==> config.mk <==
export PLATFORM = sky130hd
export DESIGN_NAME = dot_matrix_lcd_driver
export DESIGN_NICKNAME = d
export VERILOG_FILES = /design/src/include/lcd_drv_pkg.sv /design/src/verilog/dot_matrix_lcd_driver.sv
export VERILOG_INCLUDE_DIRS = /design/src /design/src/include
export SDC_FILE = /design/constraint.sdc
export NUM_CORES = 2
export LEC_CHECK = 0
export BUFFER_PORTS_ARGS = -buffer_cell sky130_fd_sc_hd__buf_2
export CAP_MARGIN = 20
export CELL_PAD_IN_SITES_DETAIL_PLACEMENT = 0
export CELL_PAD_IN_SITES_GLOBAL_PLACEMENT = 1
export CORE_MARGIN = 5
export CORE_UTILIZATION = 52
export CTS_CLUSTER_DIAMETER = 120
export CTS_CLUSTER_SIZE = 20
export DETAILED_ROUTE_END_ITERATION = 10
export PLACE_DENSITY_LB_ADDON = 0.3
export SYNTH_ARGS = -nofsm -noshare
export SYNTH_HDL_FRONTEND = slang
export SYNTH_SLANG_ARGS = --single-unit
==> constraint.sdc <==
create_clock -name sys_clk -period 5.69 [get_ports sys_clk]
set_input_delay 1.138 -clock sys_clk [delete_from_list [all_inputs] [get_ports sys_clk]]
set_output_delay 1.138 -clock sys_clk [all_outputs]
set_load 0.005 [all_outputs]
==> src/include/lcd_drv_regs.svh <==
// Register offsets, field positions, reset values and timing counts of the dot matrix LCD driver.
// Assumes a 32-bit AXI4-Lite slave port and a 10 MHz system clock.
`ifndef LCD_DRV_REGS_SVH
`define LCD_DRV_REGS_SVH

`define LCD_CTRL_OFFSET 12'h000
`define LCD_STATUS_OFFSET 12'h004
`define LCD_MEM_BASE 12'h400
`define LCD_MEM_LAST 12'h7FC
`define LCD_CTRL_OFF_BIT 0
`define LCD_CTRL_RESET 1'b1
`define LCD_REF_HZ 32768
`define LCD_CLK_HZ 10000000
`define LCD_DISP_BASE 12'h100
`define LCD_BANK_STRIDE 12'h040
`define LCD_DISP_OFF_OPERAND 4'h4

`endif

==> src/include/lcd_drv_pkg.sv <==
// Types shared by the dot matrix LCD driver.
// Assumes nothing of its surroundings.
`default_nettype none
package lcd_drv_pkg;
    typedef enum logic [1:0] {
        BUS_IDLE,
        BUS_WRESP,
        BUS_RRESP
    } bus_state_t;
    typedef logic [1:0] resp_t;
    localparam resp_t RESP_OKAY = 2'h0;
    localparam resp_t RESP_SLVERR = 2'h2;
endpackage
`default_nettype wire

==> src/verilog/dot_matrix_lcd_driver.sv <==
// Dot matrix LCD driver: display memory, frame sequencer and level selection.
// Assumes an AXI4-Lite master on sys_clk; analog drivers turn level codes into panel voltages.
//
// Operation
// - Drive 64 segments and 16 commons
// - One memory bit sets each dot
// - Blank panel from reset until display instruction
// - Display-off instruction blanks, memory kept
// - Display-on instruction restores stored pattern
// - Duty fixed at build, sets phases
// - Bias fixed at build, sets levels
// - Alternating clock is predivider tap three..ten
// - Frame rate is tap rate divided by duty
// - Memory is 256 nibbles from 0100h
// - Commons 1-4 and 5-8 bank layout
// - Commons push-pull or open-drain at build; the open-drain build drives a plain common only while its bit is 1
// - Commons 9-12 and 13-16 bank layout
// - Unused commons output their last-address bit
`include "lcd_drv_regs.svh"
`default_nettype none
module dot_matrix_lcd_driver #(
    parameter int SEGS = 64,
    parameter int DUTY = 16,
    parameter int BIAS = 3,
    parameter int TAP = 7,
    parameter bit COM_OPEN_DRAIN = 1'b0,
    parameter int REF_DIV = (`LCD_CLK_HZ + `LCD_REF_HZ / 2) / `LCD_REF_HZ
) (
    input wire logic sys_clk,
    input wire logic rst_b,
    input wire logic [11:0] s_axi_awaddr,
    input wire logic s_axi_awvalid,
    output logic s_axi_awready,
    input wire logic [31:0] s_axi_wdata,
    input wire logic [3:0] s_axi_wstrb,
    input wire logic s_axi_wvalid,
    output logic s_axi_wready,
    output logic [1:0] s_axi_bresp,
    output logic s_axi_bvalid,
    input wire logic s_axi_bready,
    input wire logic [11:0] s_axi_araddr,
    input wire logic s_axi_arvalid,
    output logic s_axi_arready,
    output logic [31:0] s_axi_rdata,
    output logic [1:0] s_axi_rresp,
    output logic s_axi_rvalid,
    input wire logic s_axi_rready,
    output logic [2:0] segLevel [SEGS],
    output logic [2:0] comLevel [16],
    output logic [15:0] comOut,
    output logic [15:0] comOutEn,
    output logic [15:0] comIsGpo
);
    localparam int BANKS = 4;
    localparam int MEM_WORDS = 256;

    // Build-time option checks, refused at elaboration
    // duty range check
    if (DUTY < 4 || DUTY == 7 || DUTY > 16) begin : gBadDuty
        $error("Unsupported duty");
    end
    if (BIAS < 3 || BIAS > 5) begin : gBadBias
        $error("Unsupported bias");
    end
    if (TAP < 3 || TAP > 10) begin : gBadTap
        $error("Unsupported predivider tap");
    end
    if (SEGS < 1 || SEGS > 64 || REF_DIV < 2) begin : gBadDiv
        $error("Unsupported segment count or divider");
    end

    // Reset release through two flops
    logic rstMeta_q;
    logic rstSync_q;
    always_ff @(posedge sys_clk or negedge rst_b) begin
        if (!rst_b) begin
            rstMeta_q <= 1'b0;
            rstSync_q <= 1'b0;
        end else begin
            rstMeta_q <= 1'b1;
            rstSync_q <= rstMeta_q;
        end
    end
    wire logic rstN = rstSync_q;

    // Memory index of a bus byte address in the display window
    function automatic logic [7:0] memIndex(input logic [11:0] addr);
        logic [11:0] off;
        off = addr - `LCD_MEM_BASE;
        return off[9:2];
    endfunction

    function automatic logic inMem(input logic [11:0] addr);
        return addr >= `LCD_MEM_BASE && addr <= `LCD_MEM_LAST && addr[1:0] == 2'h0;
    endfunction

    // AXI4-Lite slave: address and data taken in separate handshakes, one transaction at a time
    lcd_drv_pkg::bus_state_t busState_q;
    logic [11:0] awAddr_q;
    logic awHave_q;
    logic [31:0] wData_q;
    logic wStrb0_q;
    logic wHave_q;
    logic [3:0] mem_q [MEM_WORDS];
    logic dispOff_q;
    logic shown_q;
    logic [3:0] phase_q;
    logic frameOdd_q;
    wire logic doWrite = busState_q == lcd_drv_pkg::BUS_IDLE && awHave_q && wHave_q;
    wire logic doRead = busState_q == lcd_drv_pkg::BUS_IDLE && !doWrite && s_axi_arvalid && !awHave_q && !wHave_q;

    always_ff @(posedge sys_clk or negedge rstN) begin
        if (!rstN) begin
            awHave_q <= 1'b0;
            wHave_q <= 1'b0;
            awAddr_q <= 12'h000;
            wData_q <= 32'h0000_0000;
            wStrb0_q <= 1'b0;
            s_axi_awready <= 1'b0;
            s_axi_wready <= 1'b0;
        end else begin
            s_axi_awready <= 1'b0;
            s_axi_wready <= 1'b0;
            if (s_axi_awvalid && !awHave_q && !s_axi_awready && busState_q == lcd_drv_pkg::BUS_IDLE) begin
                s_axi_awready <= 1'b1;
                awHave_q <= 1'b1;
                awAddr_q <= s_axi_awaddr;
            end
            if (s_axi_wvalid && !wHave_q && !s_axi_wready && busState_q == lcd_drv_pkg::BUS_IDLE) begin
                s_axi_wready <= 1'b1;
                wHave_q <= 1'b1;
                wData_q <= s_axi_wdata;
                wStrb0_q <= s_axi_wstrb[0];
            end
            if (doWrite) begin
                awHave_q <= 1'b0;
                wHave_q <= 1'b0;
            end
        end
    end

    // Response channels
    always_ff @(posedge sys_clk or negedge rstN) begin
        if (!rstN) begin
            busState_q <= lcd_drv_pkg::BUS_IDLE;
            s_axi_bvalid <= 1'b0;
            s_axi_bresp <= lcd_drv_pkg::RESP_OKAY;
            s_axi_arready <= 1'b0;
            s_axi_rvalid <= 1'b0;
            s_axi_rresp <= lcd_drv_pkg::RESP_OKAY;
            s_axi_rdata <= 32'h0000_0000;
        end else begin
            s_axi_arready <= 1'b0;
            unique case (busState_q)
                lcd_drv_pkg::BUS_IDLE: begin
                    if (doWrite) begin
                        s_axi_bvalid <= 1'b1;
                        s_axi_bresp <= (inMem(awAddr_q) || awAddr_q == `LCD_CTRL_OFFSET)
                            ? lcd_drv_pkg::RESP_OKAY : lcd_drv_pkg::RESP_SLVERR;
                        busState_q <= lcd_drv_pkg::BUS_WRESP;
                    end else if (doRead) begin
                        s_axi_arready <= 1'b1;
                        s_axi_rvalid <= 1'b1;
                        s_axi_rresp <= lcd_drv_pkg::RESP_OKAY;
                        s_axi_rdata <= 32'h0000_0000;
                        if (inMem(s_axi_araddr))
                            s_axi_rdata <= {28'h0000000, mem_q[memIndex(s_axi_araddr)]};
                        else if (s_axi_araddr == `LCD_CTRL_OFFSET)
                            s_axi_rdata <= {31'h00000000, dispOff_q};
                        else if (s_axi_araddr == `LCD_STATUS_OFFSET)
                            s_axi_rdata <= {27'h0000000, frameOdd_q, phase_q};
                        else
                            s_axi_rresp <= lcd_drv_pkg::RESP_SLVERR;
                        busState_q <= lcd_drv_pkg::BUS_RRESP;
                    end
                end
                lcd_drv_pkg::BUS_WRESP: begin
                    if (s_axi_bready) begin
                        s_axi_bvalid <= 1'b0;
                        busState_q <= lcd_drv_pkg::BUS_IDLE;
                    end
                end
                lcd_drv_pkg::BUS_RRESP: begin
                    if (s_axi_rready) begin
                        s_axi_rvalid <= 1'b0;
                        busState_q <= lcd_drv_pkg::BUS_IDLE;
                    end
                end
                default: busState_q <= lcd_drv_pkg::BUS_IDLE;
            endcase
        end
    end

    // Display memory, one nibble per word; contents survive display-off
    // 256 nibble store
    always_ff @(posedge sys_clk) begin
        if (doWrite && wStrb0_q && inMem(awAddr_q))
            mem_q[memIndex(awAddr_q)] <= wData_q[3:0];
    end

    // Display control: blank until first control write, then follow the off bit
    // blank until instruction
    always_ff @(posedge sys_clk or negedge rstN) begin
        if (!rstN) begin
            dispOff_q <= `LCD_CTRL_RESET;
            shown_q <= 1'b0;
        end else if (doWrite && wStrb0_q && awAddr_q == `LCD_CTRL_OFFSET) begin
            dispOff_q <= wData_q[`LCD_CTRL_OFF_BIT];
            shown_q <= 1'b1;
        end
    end

    // Reference tick at 32768 Hz from the system clock
    logic [15:0] refCnt_q;
    logic refTick_q;
    always_ff @(posedge sys_clk or negedge rstN) begin
        if (!rstN) begin
            refCnt_q <= 16'h0000;
            refTick_q <= 1'b0;
        end else begin
            refTick_q <= refCnt_q == 16'(REF_DIV - 1);
            refCnt_q <= (refCnt_q == 16'(REF_DIV - 1)) ? 16'h0000 : refCnt_q + 16'h0001;
        end
    end

    // Predivider: alternating clock tick once per tap period
    // tap selects period
    // frame rate from tap and duty
    logic [10:0] preDiv_q;
    logic altTick_q;
    always_ff @(posedge sys_clk or negedge rstN) begin
        if (!rstN) begin
            preDiv_q <= 11'h000;
            altTick_q <= 1'b0;
        end else begin
            altTick_q <= 1'b0;
            if (refTick_q) begin
                preDiv_q <= preDiv_q + 11'h001;
                altTick_q <= preDiv_q[TAP - 1:0] == '1;
            end
        end
    end

    // Common phase sequencer with per-frame polarity inversion
    // phase and polarity
    always_ff @(posedge sys_clk or negedge rstN) begin
        if (!rstN) begin
            phase_q <= 4'h0;
            frameOdd_q <= 1'b0;
        end else if (altTick_q) begin
            if (phase_q == 4'(DUTY - 1)) begin
                phase_q <= 4'h0;
                frameOdd_q <= ~frameOdd_q;
            end else begin
                phase_q <= phase_q + 4'h1;
            end
        end
    end

    // Level codes: 0 is ground, BIAS is the top rail; select sits at the rails
    localparam logic [2:0] TOP = 3'(BIAS);
    localparam logic [2:0] COM_NS_LO = 3'h1;
    localparam logic [2:0] COM_NS_HI = 3'(BIAS - 1);
    localparam logic [2:0] SEG_NS_LO = 3'h2;
    localparam logic [2:0] SEG_NS_HI = 3'(BIAS - 2);
    wire logic blank = !shown_q || dispOff_q;

    // Segment drive from the memory bit of the active common
    // segment outputs
    for (genvar s = 0; s < SEGS; s++) begin : gSeg
        wire logic [7:0] idx = 8'({phase_q[3:2], 6'(s)});
        wire logic dotOn = mem_q[idx][phase_q[1:0]] && !blank;
        always_ff @(posedge sys_clk or negedge rstN) begin
            if (!rstN)
                segLevel[s] <= SEG_NS_LO;
            else if (frameOdd_q)
                segLevel[s] <= dotOn ? 3'h0 : SEG_NS_HI;
            else
                segLevel[s] <= dotOn ? TOP : SEG_NS_LO;
        end
    end

    // Common drive and plain outputs for commons beyond the duty
    // common outputs
    for (genvar c = 0; c < 16; c++) begin : gCom
        wire logic active = phase_q == 4'(c);
        wire logic gpoBit = mem_q[8'({2'(c / 4), 6'h3F})][c % 4];
        always_ff @(posedge sys_clk or negedge rstN) begin
            if (!rstN) begin
                comLevel[c] <= COM_NS_LO;
                comOut[c] <= 1'b0;
                comOutEn[c] <= 1'b0;
                comIsGpo[c] <= 1'b0;
            end else begin
                comIsGpo[c] <= c >= DUTY;
                comOut[c] <= gpoBit;
                comOutEn[c] <= c >= DUTY && (!COM_OPEN_DRAIN || gpoBit);
                if (c >= DUTY)
                    comLevel[c] <= gpoBit ? TOP : 3'h0;
                else if (frameOdd_q)
                    comLevel[c] <= active ? TOP : COM_NS_LO;
                else
                    comLevel[c] <= active ? 3'h0 : COM_NS_HI;
            end
        end
    end
endmodule
`default_nettype wire

# Yosys cells after proc, flatten, opt, wreduce, memory -nomap -nowiden
# Memory sizes are Yosys's and may differ from the RTL's. A register that Yosys moved wholly into a read port is not among the register bits.
# Index checks and enable logic that the tools add are counted.
# op_classes
n_addsub	5
magnitude_cmp	5
eq_ne	26
muxes	401
n_bitwise	2
n_reduce_logical	112
# ops
op	count
2-bit 2-to-1 mux	119
1-bit 2-to-1 mux	209
1-bit binary-select mux with 2-bit select	64
1-bit logical AND	83
32-bit 2-to-1 mux	2
4-bit equality test, second input constant	8
12-bit by 11-bit >= comparator with 1-bit output, second input constant	2
12-bit by 11-bit <= comparator with 1-bit output, second input constant	2
12-bit zero test	2
10-bit by 1-bit subtractor with 10-bit output, second input constant	2
16-bit by 1-bit adder with 16-bit output, second input constant	1
16-bit by 9-bit equality test with 1-bit output, second input constant	1
4-bit by 3-bit equality test with 1-bit output, second input constant	4
16-bit 2-to-1 mux	1
12-bit by 3-bit equality test with 1-bit output, second input constant	1
11-bit by 1-bit adder with 11-bit output, second input constant	1
1-bit zero test	11
2-bit inequality test, second input constant	5
3-bit AND reduction	3
4-bit by 2-bit equality test with 1-bit output, second input constant	2
2-bit nonzero test	4
7-bit equality test, second input constant	1
2-bit zero test	3
2-bit case mux with 3 select lines	1
other kinds (15)	19
# word_totals
regBits	340
ramBits	1024
input_bits	67
out_inout_bits	329
elab_cells	656
memories	1
# memory_table
name	depth	width	rd	rd_ports_with_merged_regs	wr	line_no	rtl
mem_q	256	4	69	4	1	dot_matrix_lcd_driver.sv:104	logic [3:0] mem_q [MEM_WORDS];

# Longest topological paths before layout
# depth
word_depth	11
ltp_mapped	12
depth_no_buf	8

# Least setup slack after synthesis
# Ideal clock, no wire load.
# synth_timing
path_type	register to register
startpoint	reg wData_q[0]
endpoint	mem mem_q[0][0], data pin
setup_time_ps	805
arrival_time_ps	3191
t_required_ps	4885
setup_slack_ps	1694
path_stages_with_launch	1
n_path_buf	0
period_less_slack_ps	3996
cell_sequence	dfrtp_1
# synth_rtl
item	line_no	rtl
start, declared	dot_matrix_lcd_driver.sv:101	logic [31:0] wData_q;
start signal, assigned	dot_matrix_lcd_driver.sv:132	wData_q <= s_axi_wdata;
end, declared	dot_matrix_lcd_driver.sv:104	
# No word-level cell before the write port.

# Worst setup path in the final report
# layout_timing
startpoint	reg busState_q[1]
endpoint	mem mem_q[175][2] (enable)
# layout_between
elab_chain_len	7
# layout_lines
item	line_no	rtl
start, declared	dot_matrix_lcd_driver.sv:98	lcd_drv_pkg::bus_state_t busState_q;
start signal, assigned	dot_matrix_lcd_driver.sv:145	busState_q <= lcd_drv_pkg::BUS_IDLE;
start signal, assigned	dot_matrix_lcd_driver.sv:160	busState_q <= lcd_drv_pkg::BUS_WRESP;
start signal, assigned	dot_matrix_lcd_driver.sv:174	busState_q <= lcd_drv_pkg::BUS_RRESP;
2-bit zero test	dot_matrix_lcd_driver.sv:109	wire logic doWrite = busState_q == lcd_drv_pkg::BUS_IDLE && awHave_q && wHave_q;
1-bit logical AND (2 in series)	dot_matrix_lcd_driver.sv:109	
1-bit logical AND (2 in series)	dot_matrix_lcd_driver.sv:197	if (doWrite && wStrb0_q && inMem(awAddr_q))
1-bit 2-to-1 mux	dot_matrix_lcd_driver.sv:197	
1-bit 2-to-1 mux (implied by the code)	dot_matrix_lcd_driver.sv:198	mem_q[memIndex(awAddr_q)] <= wData_q[3:0];
# No other way between the ends.

==> flow_metrics.py <==
metrics = {
    "run_status": {
        "status": "completed",
    },
    "sta": {
        "finClkSkew_ps": 34.4,
        "setup_viol": 0,
        "finalMaxSlewViolations": 0,
        "hold_viol": 0,
        "max_freq_mhz": 246,
        "whs_ps": 243,
        "min_period_ps": 4070,
        "timing.final.crit_share_pct": 71.5,
        "tns_ps": 0,
        "max-slew-margin-rel_pct": 21.0,
        "rsz0062_at_grt": "false",
        "tightest_slew_ps": 1180,
    },
    "worst_setup_path": {
        "reg2reg_from": "busState_q[1]$_DFFE_PN0P_",
        "rrSetupSlack_ps": 1620,
        "endpoint_kind": "flop",
        "worstPathArrival_ps": 4380,
        "required_ps": 6000,
        "cp-start-kind": "flop",
        "critPathKind": "reg2reg",
        "reg2reg_to": "mem_q[175][2]$_DFFE_PP_",
        "reg2reg_depth": 6,
        "cp_max_fo": 16,
    },
    "power_and_ir_drop": {
        "ir_drop_mv": 0.388,
        "p_leak_nw": 19.0,
        "p_per_area_nw_per_um2": 327,
        "total_power_mw": 19.5,
    },
    "drt": {
        "num_vias": 32210,
        "ant_nets": 0,
        "wl_um": 168000,
        "post_drt_wl_per_cell_um": 35.8,
        "drtPass1Iterations": 6,
        "drc_errors": 0,
        "avgViaCountPerCell": 6.85,
        "drt_iter0_drc": 4705,
    },
    "logic_synthesis": {
        "synth_edf_count": 1024,
        "yosys_warnings": 0,
        "synthXorXnorAreaFrac_pct": 1.59,
        "synthCells": 3180,
        "yosys-top-cells-count": "edfxtp_1 (1024), mux4_2 (573), nor2_1 (306), buf_4 (233), nand2_1 (179)",
        "ys_top_cells_by_area": "edfxtp_1 (55%), mux4_2 (23%), dfrtp_1 (7.2%), buf_4 (3.1%), nor2_1 (2.0%)",
        "synth_top_family_by_area": "multiplexers",
        "synth_area_um2": 56100,
        "synth_top_area_share_pct": 54.8,
        "seq_area_frac_synth_pct": 62.1,
        "synth_compound_area_share_pct": 1.70,
        "dominantRegCellSynth": "edfxtp_1",
        "synth.most_common_cell": "edfxtp_1",
        "synth_cell_types": 67,
        "synth_mux_area_share_pct": 24.6,
        "synth_seq_cells": 1189,
        "synth_fa_ha_area_share_pct": 0.156,
        "synth_area_per_cell_um2": 17.7,
        "synth-simple-area-share_pct": 4.89,
        "yosysTopAreaCell": "edfxtp_1",
        "synthArstFlopShare_pct": 13.9,
    },
    "cts": {
        "h-tree-depth": 3,
        "cts_resized": 0,
        "postCtsHoldBufs": 0,
        "clock_sinks": 1189,
        "cts_made_buffers": 69,
        "cts_buffer_depth": 3,
        "clk_pin_slew_worst_paths_ps": 90,
        "clk_latency_ps": 690,
        "root_buffer": "clkbuf_16",
        "cts_tree": "built",
        "cts_setup_buffers": 0,
    },
    "global_routing": {
        "track_usage_pct": 29.1,
        "grt_pass1_vias": 32263,
        "grt-ovfl-total": 0,
        "antenna_found_initial": 8,
        "grt_pass1_wl_um": 241000,
        "grt_max_degree": 224,
    },
    "place": {
        "dpl.cell_count": 4573,
        "portBuffers": 223,
        "place_congestion": 0.966,
        "dp_hpwl_um": 118000,
    },
    "floorplan": {
        "core_um2": 107000,
        "io_pins": 396,
        "fp.dieW_um": 339,
        "die_h_um": 339,
        "start_util_pct": 52.4,
        "num_rows": 120,
        "dieArea_um2": 115000,
    },
    "hold_path": {
        "hold_path.class": "in2async",
    },
    "finish": {
        "final_util_pct": 55.6,
        "finalNonFillerCells": 4703,
        "final_nets": 3316,
        "syn2layout_area_growth_pct": 6.17,
        "layout-drive-gt1-share_pct": 29.8,
    },
    "flow_run": {
        "drv_cap": 0,
    },
}
## cell type report
cell class / instances / area (µm²)
Clock buffer: 122 / 1990
Multi-Input combinational cell: 1683 / 19000
Tap cell: 1403 / 1760
Timing Repair Buffer: 287 / 1800
Antenna cell: 2 / 5.00
Sequential cell: 1189 / 34900
Inverter: 12 / 47.5
Fill cell: 8186 / 47600
Clock inverter: 5 / 58.8
## routing by layer
layer / routed length, µm / global-route usage [%] / part of all wire (%)
met2: 80500 / 46.3 / 48
met4: 8410 / 12.3 / 5.0
met3: 20200 / 6.97 / 12
met5: 68 / 0 / 0.040
met1: 59200 / 38.9 / 35
## per-stage QoR
step                      worst slack (ps)  instance area, µm²
after CTS                             1740               59600
final                                 1620               59600
after global placement                1240               57500
after detailed placement              1230               57500
after global routing                  1530               59600
after floorplan                        757               56700
## logic make-up after synthesis
kind of cell	Yosys count
other cells	2
flops	1189
buf+inv	448
mux	652
compound gates	141
fa+ha+maj	7
xor+xnor	102
simple gates	639
## power by group
group | switching, mW | internal (mW) | total, mW | leakage, nW
registers | 0.467 | 10.9 | 11.3 | 11.3
clock network | 2.88 | 2.41 | 5.29 | 0.974
logic | 2.22 | 0.647 | 2.87 | 6.79
total | 5.57 | 13.9 | 19.5 | 19.0
## placed cells by master (no fill, tap or decap), types with 5 or more instances in the layout
cell type  count
ha_1           7
dfrtp_1      153
nand2_1      179
mux2_2        22
nor4_1         7
xor2_1         7
nand3_1       42
conb_1       142
buf_4         49
buf_2        221
dfrtp_4        9
nand4_1       10
inv_1          8
a221oi_1       6
nor2b_1       19
clkbuf_16     72
o21ai_0       24
a211oi_1       5
a22o_1         7
mux4_2       573
nor3_1        22
buf_12        15
clkbuf_1      50
xnor2_1       95
a21oi_1       26
a31oi_1        8
nor2_1       306
a22oi_1       21
edfxtp_1    1024
and3_1         7
o22ai_1       17
nand2b_1       9
and2_1         7
mux2i_1       53
## registers in the layout, indices dropped and copies added, names as in the netlist, 2 cells and up
| signal | count |
|---|---|
| comOut | 16 |
| preDiv_q | 7 |
| busState_q | 2 |
| refCnt_q | 16 |
| phase_q | 4 |
| comLevel | 17 |
| wData_q | 4 |
| awAddr_q | 12 |
| s_axi_rdata | 5 |
| mem_q | 1024 |
| segLevel | 65 |
## how the worst max path moves through the flow
stage / from / to / slack [ps] / depth (start not counted)
2_1_floorplan: rstN$_DFF_PN0_ / altTick_q$_DFF_PN0_ / 760 / 0
3_3_place_gp: s_axi_araddr[5] / s_axi_rdata[0]$_DFFE_PN0P_ / 1240 / 8
3_5_place_dp: s_axi_araddr[5] / s_axi_rdata[0]$_DFFE_PN0P_ / 1230 / 8
4_1_cts: busState_q[1]$_DFFE_PN0P_ / mem_q[184][2]$_DFFE_PP_ / 1740 / 6
5_1_grt: busState_q[1]$_DFFE_PN0P_ / mem_q[184][2]$_DFFE_PP_ / 1530 / 6
6_report: busState_q[1]$_DFFE_PN0P_ / mem_q[175][2]$_DFFE_PP_ / 1620 / 6
## critical path, stage by stage, from the launching register on
cell     delay (ps)
dfrtp_1         440
nor2_1          150
and3_1          340
and4_1          760
and3b_1         570
nand2_1         770
nor2_1          670
(Power assumes the default switching activity.)
